`config.mk`:
```
export PLATFORM = sky130hd
export DESIGN_NAME = aslp_packer
export DESIGN_NICKNAME = d
export VERILOG_FILES = /design/src/logic/aslp_pkg.sv /design/src/logic/aslp_packer.sv
export SDC_FILE = /design/constraint.sdc
export NUM_CORES = 2
export LEC_CHECK = 0
export BUFFER_PORTS_ARGS = -buffer_cell sky130_fd_sc_hd__buf_2
export CORE_AREA = 2 2 577 579
export CTS_BUF_LIST = sky130_fd_sc_hd__clkbuf_8
export CTS_CLUSTER_DIAMETER = 50
export DETAILED_ROUTE_END_ITERATION = 8
export DIE_AREA = 0 0 579 581
export PLACE_DENSITY = 0.35
export SLEW_MARGIN = 25
export SYNTH_ARGS = -nofsm -noshare
export SYNTH_HDL_FRONTEND = slang
export SYNTH_SLANG_ARGS = --single-unit
```
`constraint.sdc`:
```
create_clock -name core_clk -period 2.25 [get_ports core_clk]
set_input_delay 0 -clock core_clk [delete_from_list [all_inputs] [get_ports core_clk]]
set_output_delay 0 -clock core_clk [all_outputs]
set_load 0.05 [all_outputs]
```
`src/logic/aslp_pkg.sv`:
```
// Purpose: Constants and carriers for the sample lane packer
// Assumes: Samples of N bits sit in the low N bits of a 12-bit slot
// Notes: Mode codes, lane masks and frame carriers
// Operation
// (RULE1) Mode 4: three lanes, A0 B0 C0 D0 packed across 16-bit lanes.
// (RULE2) Mode 5: lane 0 holds A0 then B0, lane 1 C0 then D0.
// (RULE3) Mode 6: six lanes, two samples per channel split across lane triples.
// (RULE4) Mode 7: one octet per lane, lanes 0-3 carry A0 B0 C0 D0.
// (RULE5) Mode 8: each lane carries two 12-bit samples of one channel.
// (RULE6) Mode 9: eight lanes carry A0 A1 B0 B1 C0 C1 D0 D1.
// (RULE7) Mode 10: four 10-bit samples per lane, even and odd split.
// (RULE8) Mode 11: lane k carries A or B samples k..k+16 step 4, then tail.
// (RULE9) Every leftover tail bit is sent as zero.
// (RULE10) Samples are placed most significant bit first.
// (RULE11) One mapping per frame by mode, repeated frame after frame.
package aslp_pkg;
	localparam int unsigned SMP_W = 12;
	localparam int unsigned N_CH = 4;
	localparam int unsigned N_SMP = 20;
	localparam int unsigned N_LANE = 8;
	localparam int unsigned LANE_W = 64;
	localparam logic [3:0] MODE4 = 4'h4;
	localparam logic [3:0] MODE5 = 4'h5;
	localparam logic [3:0] MODE6 = 4'h6;
	localparam logic [3:0] MODE7 = 4'h7;
	localparam logic [3:0] MODE8 = 4'h8;
	localparam logic [3:0] MODE9 = 4'h9;
	localparam logic [3:0] MODE10 = 4'ha;
	localparam logic [3:0] MODE11 = 4'hb;
	localparam logic [3:0] OCT_M4 = 4'h2;
	localparam logic [3:0] OCT_M5 = 4'h2;
	localparam logic [3:0] OCT_M6 = 4'h2;
	localparam logic [3:0] OCT_M7 = 4'h1;
	localparam logic [3:0] OCT_M8 = 4'h3;
	localparam logic [3:0] OCT_M9 = 4'h1;
	localparam logic [3:0] OCT_M10 = 4'h5;
	localparam logic [3:0] OCT_M11 = 4'h8;
	localparam logic [7:0] LMASK_M4 = 8'h07;
	localparam logic [7:0] LMASK_M5 = 8'h03;
	localparam logic [7:0] LMASK_M6 = 8'h3f;
	localparam logic [7:0] LMASK_M7 = 8'h0f;
	localparam logic [7:0] LMASK_M8 = 8'h0f;
	localparam logic [7:0] LMASK_M9 = 8'hff;
	localparam logic [7:0] LMASK_M10 = 8'hff;
	localparam logic [7:0] LMASK_M11 = 8'hff;
	localparam logic RST_VALID = 1'b0;
	localparam logic RST_READY = 1'b0;
	typedef logic [SMP_W-1:0] aslp_smp_t;
	typedef struct packed {
		aslp_smp_t [N_CH-1:0][N_SMP-1:0] smp;
	} aslp_in_s;
	typedef struct packed {
		logic [N_LANE-1:0][LANE_W-1:0] lane;
		logic [N_LANE-1:0] lane_en;
		logic [3:0] octets;
		logic [3:0] mode;
	} aslp_frame_s;
endpackage

```
`src/logic/aslp_packer.sv`:
```
// Purpose: Map converter samples onto serial lane octets per frame
// Assumes: Channel index 0..3 is A..D; lane data left-justified
// Notes: Two-entry skid buffer between packer and link layer
`timescale 1ns/1ps
`default_nettype none
module aslp_packer (
	input wire logic core_clk,
	input wire logic rst_b,
	input wire logic [3:0] transport_format_select,
	input wire logic link_data_en,
	input wire logic in_valid,
	output logic in_ready,
	input wire aslp_pkg::aslp_in_s in_frame,
	output logic out_valid,
	input wire logic out_ready,
	output aslp_pkg::aslp_frame_s out_frame
);
	// ****************************************
	// Packing
	// ****************************************
	function automatic aslp_pkg::aslp_frame_s pack_f(input logic [3:0] m,
		input aslp_pkg::aslp_in_s s);
		aslp_pkg::aslp_frame_s f;
		f = '0;
		f.mode = m;
		case (m)
			aslp_pkg::MODE4: begin
				f.lane[0][63-:16] = {s.smp[0][0], s.smp[1][0][11:8]}; // RULE1
				f.lane[1][63-:16] = {s.smp[1][0][7:0], s.smp[2][0][11:4]}; // RULE1
				f.lane[2][63-:16] = {s.smp[2][0][3:0], s.smp[3][0]}; // RULE1
				f.lane_en = aslp_pkg::LMASK_M4;
				f.octets = aslp_pkg::OCT_M4;
			end
			aslp_pkg::MODE5: begin
				f.lane[0][63-:16] = {s.smp[0][0][7:0], s.smp[1][0][7:0]}; // RULE2
				f.lane[1][63-:16] = {s.smp[2][0][7:0], s.smp[3][0][7:0]}; // RULE2
				f.lane_en = aslp_pkg::LMASK_M5;
				f.octets = aslp_pkg::OCT_M5;
			end
			aslp_pkg::MODE6: begin
				for (int c = 0; c < 2; c++) begin
					f.lane[3*c][63-:16] = {s.smp[2*c][0], s.smp[2*c][1][11:8]}; // RULE3
					f.lane[3*c+1][63-:16] = {s.smp[2*c][1][7:0],
						s.smp[2*c+1][0][11:4]}; // RULE3
					f.lane[3*c+2][63-:16] = {s.smp[2*c+1][0][3:0],
						s.smp[2*c+1][1]}; // RULE3
				end
				f.lane_en = aslp_pkg::LMASK_M6;
				f.octets = aslp_pkg::OCT_M6;
			end
			aslp_pkg::MODE7: begin
				for (int c = 0; c < 4; c++) begin
					f.lane[c][63-:8] = s.smp[c][0][7:0]; // RULE4
				end
				f.lane_en = aslp_pkg::LMASK_M7;
				f.octets = aslp_pkg::OCT_M7;
			end
			aslp_pkg::MODE8: begin
				for (int c = 0; c < 4; c++) begin
					f.lane[c][63-:24] = {s.smp[c][0], s.smp[c][1]}; // RULE5
				end
				f.lane_en = aslp_pkg::LMASK_M8;
				f.octets = aslp_pkg::OCT_M8;
			end
			aslp_pkg::MODE9: begin
				for (int c = 0; c < 4; c++) begin
					for (int p = 0; p < 2; p++) begin
						f.lane[2*c+p][63-:8] = s.smp[c][p][7:0]; // RULE6
					end
				end
				f.lane_en = aslp_pkg::LMASK_M9;
				f.octets = aslp_pkg::OCT_M9;
			end
			aslp_pkg::MODE10: begin
				for (int c = 0; c < 4; c++) begin
					for (int p = 0; p < 2; p++) begin
						for (int k = 0; k < 4; k++) begin
							f.lane[2*c+p][63-10*k-:10] = s.smp[c][p+2*k][9:0]; // RULE7
						end
					end
				end
				f.lane_en = aslp_pkg::LMASK_M10;
				f.octets = aslp_pkg::OCT_M10;
			end
			aslp_pkg::MODE11: begin
				// Low four bits of each lane stay zero as tail
				for (int c = 0; c < 2; c++) begin
					for (int k = 0; k < 4; k++) begin
						for (int j = 0; j < 5; j++) begin
							f.lane[4*c+k][63-12*j-:12] = s.smp[c][k+4*j]; // RULE8
						end
					end
				end
				f.lane_en = aslp_pkg::LMASK_M11;
				f.octets = aslp_pkg::OCT_M11;
			end
			default: begin
				// Unsupported mode: empty frame, no lanes enabled
				f.lane_en = '0;
				f.octets = '0;
			end
		endcase
		return f;
	endfunction

	aslp_pkg::aslp_frame_s pack_w;
	logic accept;
	assign pack_w = pack_f(transport_format_select, in_frame); // RULE10 RULE9
	assign accept = in_valid && in_ready && link_data_en; // RULE11

	// ****************************************
	// Skid buffer
	// ****************************************
	aslp_pkg::aslp_frame_s skid_q;
	logic skid_v_q;
	logic skid_v_d;

	always_comb begin
		skid_v_d = skid_v_q;
		if (out_ready) begin
			skid_v_d = 1'b0;
		end else if (accept && out_valid) begin
			skid_v_d = 1'b1;
		end
	end

	always_ff @(posedge core_clk or negedge rst_b) begin
		if (!rst_b) begin
			skid_v_q <= aslp_pkg::RST_VALID;
			skid_q <= '0;
		end else begin
			skid_v_q <= skid_v_d;
			if (accept && out_valid && !out_ready) begin
				skid_q <= pack_w;
			end
		end
	end

	always_ff @(posedge core_clk or negedge rst_b) begin
		if (!rst_b) begin
			out_valid <= aslp_pkg::RST_VALID;
			out_frame <= '0;
		end else if (!out_valid || out_ready) begin
			if (skid_v_q) begin
				out_valid <= 1'b1;
				out_frame <= skid_q;
			end else if (accept) begin
				out_valid <= 1'b1;
				out_frame <= pack_w; // RULE11
			end else begin
				out_valid <= 1'b0;
			end
		end
	end

	always_ff @(posedge core_clk or negedge rst_b) begin
		if (!rst_b) begin
			in_ready <= aslp_pkg::RST_READY;
		end else begin
			in_ready <= link_data_en && !skid_v_d;
		end
	end
endmodule
`default_nettype wire

```
# After elaboration in Yosys (flattened, before gate mapping)
# Index checks and enable logic that the tools add are counted.
# word_totals
inputBits,969
word_cells,90
latch_bits,0
romBits,0
regBits,1027
n_memories,0
ram_bits,0
out_inout_bits,530
# classes
mul,0
mux,41
div_mod_pow,0
n_bitwise,0
n_addsub,0
n_reduce_logical,16
n_lt_le_gt_ge,0
shifts,0
n_eq_ne,8
# op_table
cell,count
$mux W528,2
$pmux W8 S3,9
$mux W20,8
$pmux W8 S6,3
$pmux W16 S2,4
$pmux W32 S2,2
$pmux W12 S8,1
$pmux W24 S2,2
$pmux W8 S4,3
$pmux W8 S5,2
$pmux W8 S7,1
$eq A4 B3 Y1 const B,4
$eq A4 B4 Y1 const B,4
$reduce_or A2 Y1,3
$logic_and A1 B1 Y1,5
$mux W1,4
$reduce_or A4 Y1,1
$logic_not A1 Y1,3
$reduce_or A3 Y1,1
$reduce_and A2 Y1,1
$reduce_bool A2 Y1,1
$logic_or A1 B1 Y1,1

# Depth between registers and ports, before layout
# logic_depth
word_depth,7
ltp_mapped,9
depth_no_buf,4

# Worst setup path before layout
# OpenSTA, ideal clock, no wires.
# synth_timing
path_type,register to register
startpoint,register in_ready
endpoint,register skid_q[331] (netlist bit)
stages_incl_launch_ff,8
setup_ns,0.118
synth_period_minus_slack_ns,2.102
arrival_time_ns,1.984
slack_ns,0.148
path_buffers,4
cell_sequence,dfrtp_1 -> nand3_1 -> or2_2 -> buf_2 -> buf_2 -> clkbuf_1 -> clkbuf_1 -> a21o_1
# synth_between
elab_chain_cells,4
# synth_lines
item,line_no,source
"start, declared",aslp_packer.sv:12,"output logic in_ready,"
"start signal, assigned",aslp_packer.sv:158,in_ready <= aslp_pkg::RST_READY;
"start signal, assigned",aslp_packer.sv:160,in_ready <= link_data_en && !skid_v_d;
$logic_and A1 B1 Y1 (2 in a row),aslp_packer.sv:109,assign accept = in_valid && in_ready && link_data_en;
$logic_and A1 B1 Y1 (2 in a row),aslp_packer.sv:133,if (accept && out_valid && !out_ready) begin
"end signal, assigned",aslp_packer.sv:134,skid_q <= pack_w;
"end, declared",aslp_packer.sv:114,aslp_pkg::aslp_frame_s skid_q;
# Every way passes these cells.
# A chain may end at the register's enable or synchronous reset.

# Final worst setup path
# layout_timing
startpoint,input port transport_format_select[0]
endpoint,register out_frame[457] (netlist bit)
# layout_between
elab_chain_cells,4
# layout_lines
item,line_no,source
"start, declared",aslp_packer.sv:9,"input wire logic [3:0] transport_format_select,"
$eq A4 B4 Y1,aslp_packer.sv:26,case (m)
$pmux W8 S3 *,aslp_packer.sv:26,
$mux W528 *,aslp_packer.sv:147,end else if (accept) begin
$mux W528 *,aslp_packer.sv:144,if (skid_v_q) begin
"end signal, assigned",aslp_packer.sv:146,out_frame <= skid_q;
"end signal, assigned",aslp_packer.sv:149,out_frame <= pack_w;
"end, declared",aslp_packer.sv:16,output aslp_pkg::aslp_frame_s out_frame
# Every way passes the cells marked *; elsewhere a longest branch is shown, timed or not. The select of a mux whose other input is x is not followed.

==> summary.md <==
| Metric | Value |
|---|---|
| Wire per inst | `23.79 µm` |
| Peak supply drop | `0.4763 mV` |
| Dominant synthesized flop cell | `dfrtp_1` |
| Status | `finished with violations` |
| CTS root buf | `clkbuf_8` |
| Failing checks | `setup timing` |
| Max cap viols | `0` |
| Register Area | `0.02475 mm²` |
| Maximum clock insertion buffer count | `4` |
| Final ANT Viol Nets | `0` |
| Nets | `8790` |
| Cell variety after synth | `73` |
| Initial Util | `14.38%` |
| CTS tree | `done` |
| Final worst slack | `-0.05521 ns` |
| Critical R2R Capture | `skid_q[331]$_DFFE_PN0P_` |
| Most common cell type on the critical path | `dlygate4sd3_1` |
| Core area | `0.3297 mm²` |
| CP Capture Type | `register` |
| Worst slack, placed | `-0.2841 ns` |
| Hold Path End | `skid_q[250]$_DFFE_PN0P_` |
| Most numerous cell in the Yosys netlist | `nand2_1` |
| Remaining DRCs | `0` |
| Tot Pwr | `0.06546 W` |
| Unrepaired setup endpoints after global routing | `false` |
| Start point of the worst hold path | `transport_format_select[1]` |
| Crit-path slowest cell | `dlygate4sd3_1` |
| Fraction of registers with async set/reset | `100.0%` |
| Global-route congestion overflow total | `0` |
| Peak Freq | `0.4338 GHz` |
| Final Hold Viols | `0` |
| Worst min path class | `input pin to register` |
| Fillcell total | `35810` |
| Cell Pwr Density | `815.6 mW/mm²` |
| Reg2Reg Setup Slack | `0.14 ns` |
| Row Count | `211` |
| Leak | `34.17 nW` |
| P&R area growth vs syn | `69.32%` |
| Max-Slew Margin vs Limit | `25.73%` |
| Worst Tran Pin Value | `1.104 ns` |
| Die height | `581 µm` |
| Largest net degree at the start of global routing | `99` |
| Reg2Reg Depth | `7` |
| CTS clk-pin slew, worst paths | `0.06 ns` |
| Total CTS buffers | `220` |
| Vias in the first global route | `52690` |
| Worst hold stages | `5` |
| Clk_skew | `0.08214 ns` |
| Warnings from Yosys | `0` |
| Syn Area/Cell | `9.304 µm²` |
| Max stage delay on crit path | `0.62 ns` |
| Die Width | `579 µm` |
| Crit path launch type | `input pin` |
| Final wirelength | `294700 µm` |
| Top Ports | `1499` |
| Via count | `51650` |
| Die ar. | `0.3364 mm²` |
| Initial DRC Count | `3402` |
| Reg2reg start | `in_ready$_DFF_PN0_` |
| Yosys reg bits | `989` |
| Worst-path cell chain | `dlygate4sd3_1 -> buf_6 -> buf_16 -> buf_16 -> buf_6 -> mux2_2 -> dlygate4sd3_1 -> a22oi_1 -> dlygate4sd3_1 -> or3_1 -> a21oi_1` |
| First-pass GRT wire length | `408600 µm` |
| Crit share post-route | `102.5%` |
| Area leader, netlist | `dfrtp_1` |
| Critical Path AT | `3.21 ns` |
| Dpl cells | `10460` |
| Critical Path Fanout Max | `17` |
| Number of flops mapped to enable cells by yosys | `0` |
| Synth cell count leaders | `1072 x nand2_1, 989 x dfrtp_1, 491 x o21ai_0` |
| Critical Path RT | `3.16 ns` |
| Initial antenna violation count | `58` |
| Detailed Routing Iterations Pass 1 | `8` |
| Clock insertion delay at the later pin of the skew report | `1.03 ns` |
| Fin. max-slew vios | `0` |
| IO buf count | `1154` |
| Sequential area share after synthesis | `52.21%` |
| Synthesized area | `0.04740 mm²` |
| Gr usage total | `16.87%` |
| Post-DP HPWL | `218400 µm` |
| Min Clock Period, post-route | `2.305 ns` |
| Area share of the largest cell type after synthesis | `52.21%` |
| Finish-stage setup viols | `6` |
| Synthesized netlist cell count | `5095` |
| Layout cells sized above 1 | `24.11%` |
| Final Instance Count excl. Fillers | `12390` |
| CP Class | `input pin to register` |
| Clk sinks | `989` |
| Area of the multi-input gates | `0.02062 mm²` |
| RePlAce Congestion | `0.8657` |
| Vias per cell | `4.168` |
| H-Tree Depth | `4` |
| Largest cells by area after synthesis | `dfrtp_1 52%, nand2_1 8.5%, o21ai_0 5.2%` |
-- kinds of logic (layout without fill, tap and decap cells) --
kind of cell / Yosys count / in the layout / synth area share (%)
and+or+nand+nor: 1740 / 1740 / 16.20
AOI/OAI and AO/OA: 1735 / 1735 / 24.29
DFF: 989 / 989 / 52.21
buffers and inverters: 524 / 3387 / 4.746
muxes: 106 / 106 / 2.542
other: 1 / 67 / 0.007911
-- metal layers --
metal	GRT usage, %	up-vias	share of wire, %
met5	0	-	0.043
met4	7.165	18	4.6
met3	5.125	480	8.1
met2	26.78	1963	45
met1	21.04	25560	43
li1	-	23620	-
-- area by class of cell --
| class | count | share of cell area [%] |
|---|---|---|
| Inverter | 4 | 0.03430 |
| Sequential cell | 989 | 30.84 |
| Clock buffer | 273 | 4.681 |
| Clock inverter | 117 | 1.324 |
| Tap cell | 4366 | 6.806 |
| Timing Repair Buffer | 2993 | 30.52 |
| Multi-Input combinational cell | 3613 | 25.69 |
| Antenna cell | 35 | 0.1091 |
-- what timing repair did --
action,CTS,global route
endpoints found under the setup margin,0,28
endpoints found under the hold margin,1974,13
setup buffers,0,10
hold buffers,1485,8
resized for setup,0,16
-- how the worst max path moves through the flow --
stage,endpoint,startpoint,cells after the start
finish,out_frame[457]$_DFFE_PN0P_,transport_format_select[0],11
global placement,out_frame[201]$_DFFE_PN0P_,transport_format_select[2],8
global route,out_frame[457]$_DFFE_PN0P_,transport_format_select[0],11
detailed placement,out_frame[201]$_DFFE_PN0P_,transport_format_select[2],8
floorplan,skid_q[331]$_DFFE_PN0P_,in_ready$_DFF_PN0_,7
CTS,skid_q[397]$_DFFE_PN0P_,out_valid$_DFFE_PN0P_,7
-- report_power, final --
group	total (W)	internal, W	leakage [nW]	switching (W)
sequential	0.0223	0.0205	13.1	0.00183
combinational	0.0206	0.00594	18.4	0.0147
clock	0.0225	0.0130	2.68	0.00949
-- critical path, delay by kind of cell --
family | cells | cell delay [ns]
AO/OA/AOI/OAI | 2 | 0.20
buffers and inverters | 7 | 2.51
multiplexers | 1 | 0.34
AND/OR/NAND/NOR | 1 | 0.13
-- sequential cells by signal (all words and copies together) (netlist names) --
name and cells:
skid_q 493, skid_v_q 1, in_ready 1, out_valid 1, out_frame 493
-- metrics by stage --
stage,instance area [µm²],hold slack (ns),setup TNS [ns],util [%]
after detailed placement,60160,0.1824,-1.046,18.24
after global placement,60160,0.1941,-0.8568,18.24
after global routing,80230,0.004034,0,24.33
after floorplan,47520,-0.2956,0,-
final,80260,0.08167,-0.1813,24.34
after CTS,79850,0.002735,0,24.22
-- cells in the final DEF, fill, tap and decap left out, drive strengths merged, types with 15 or more instances in the layout --
cell and n:
diode 35, dfrtp 989, buf 1498, a22oi 241
dlygate4sd3 1491, o2111ai 22, a41oi 17, o21a 185
nand2 1072, nor2b 15, clkbuf 276, or3 36
a21oi 204, mux2 55, a221oi 18, o31ai 212
a22o 53, and3 57, o21ai 497, mux2i 45
bufinv 18, nor2 269, inv 71, a222oi 19
and2 179, nand3b 24, a31oi 25, clkinv 23
o211ai 164, nand4 16, conb 32
(Power assumes the default switching activity.)
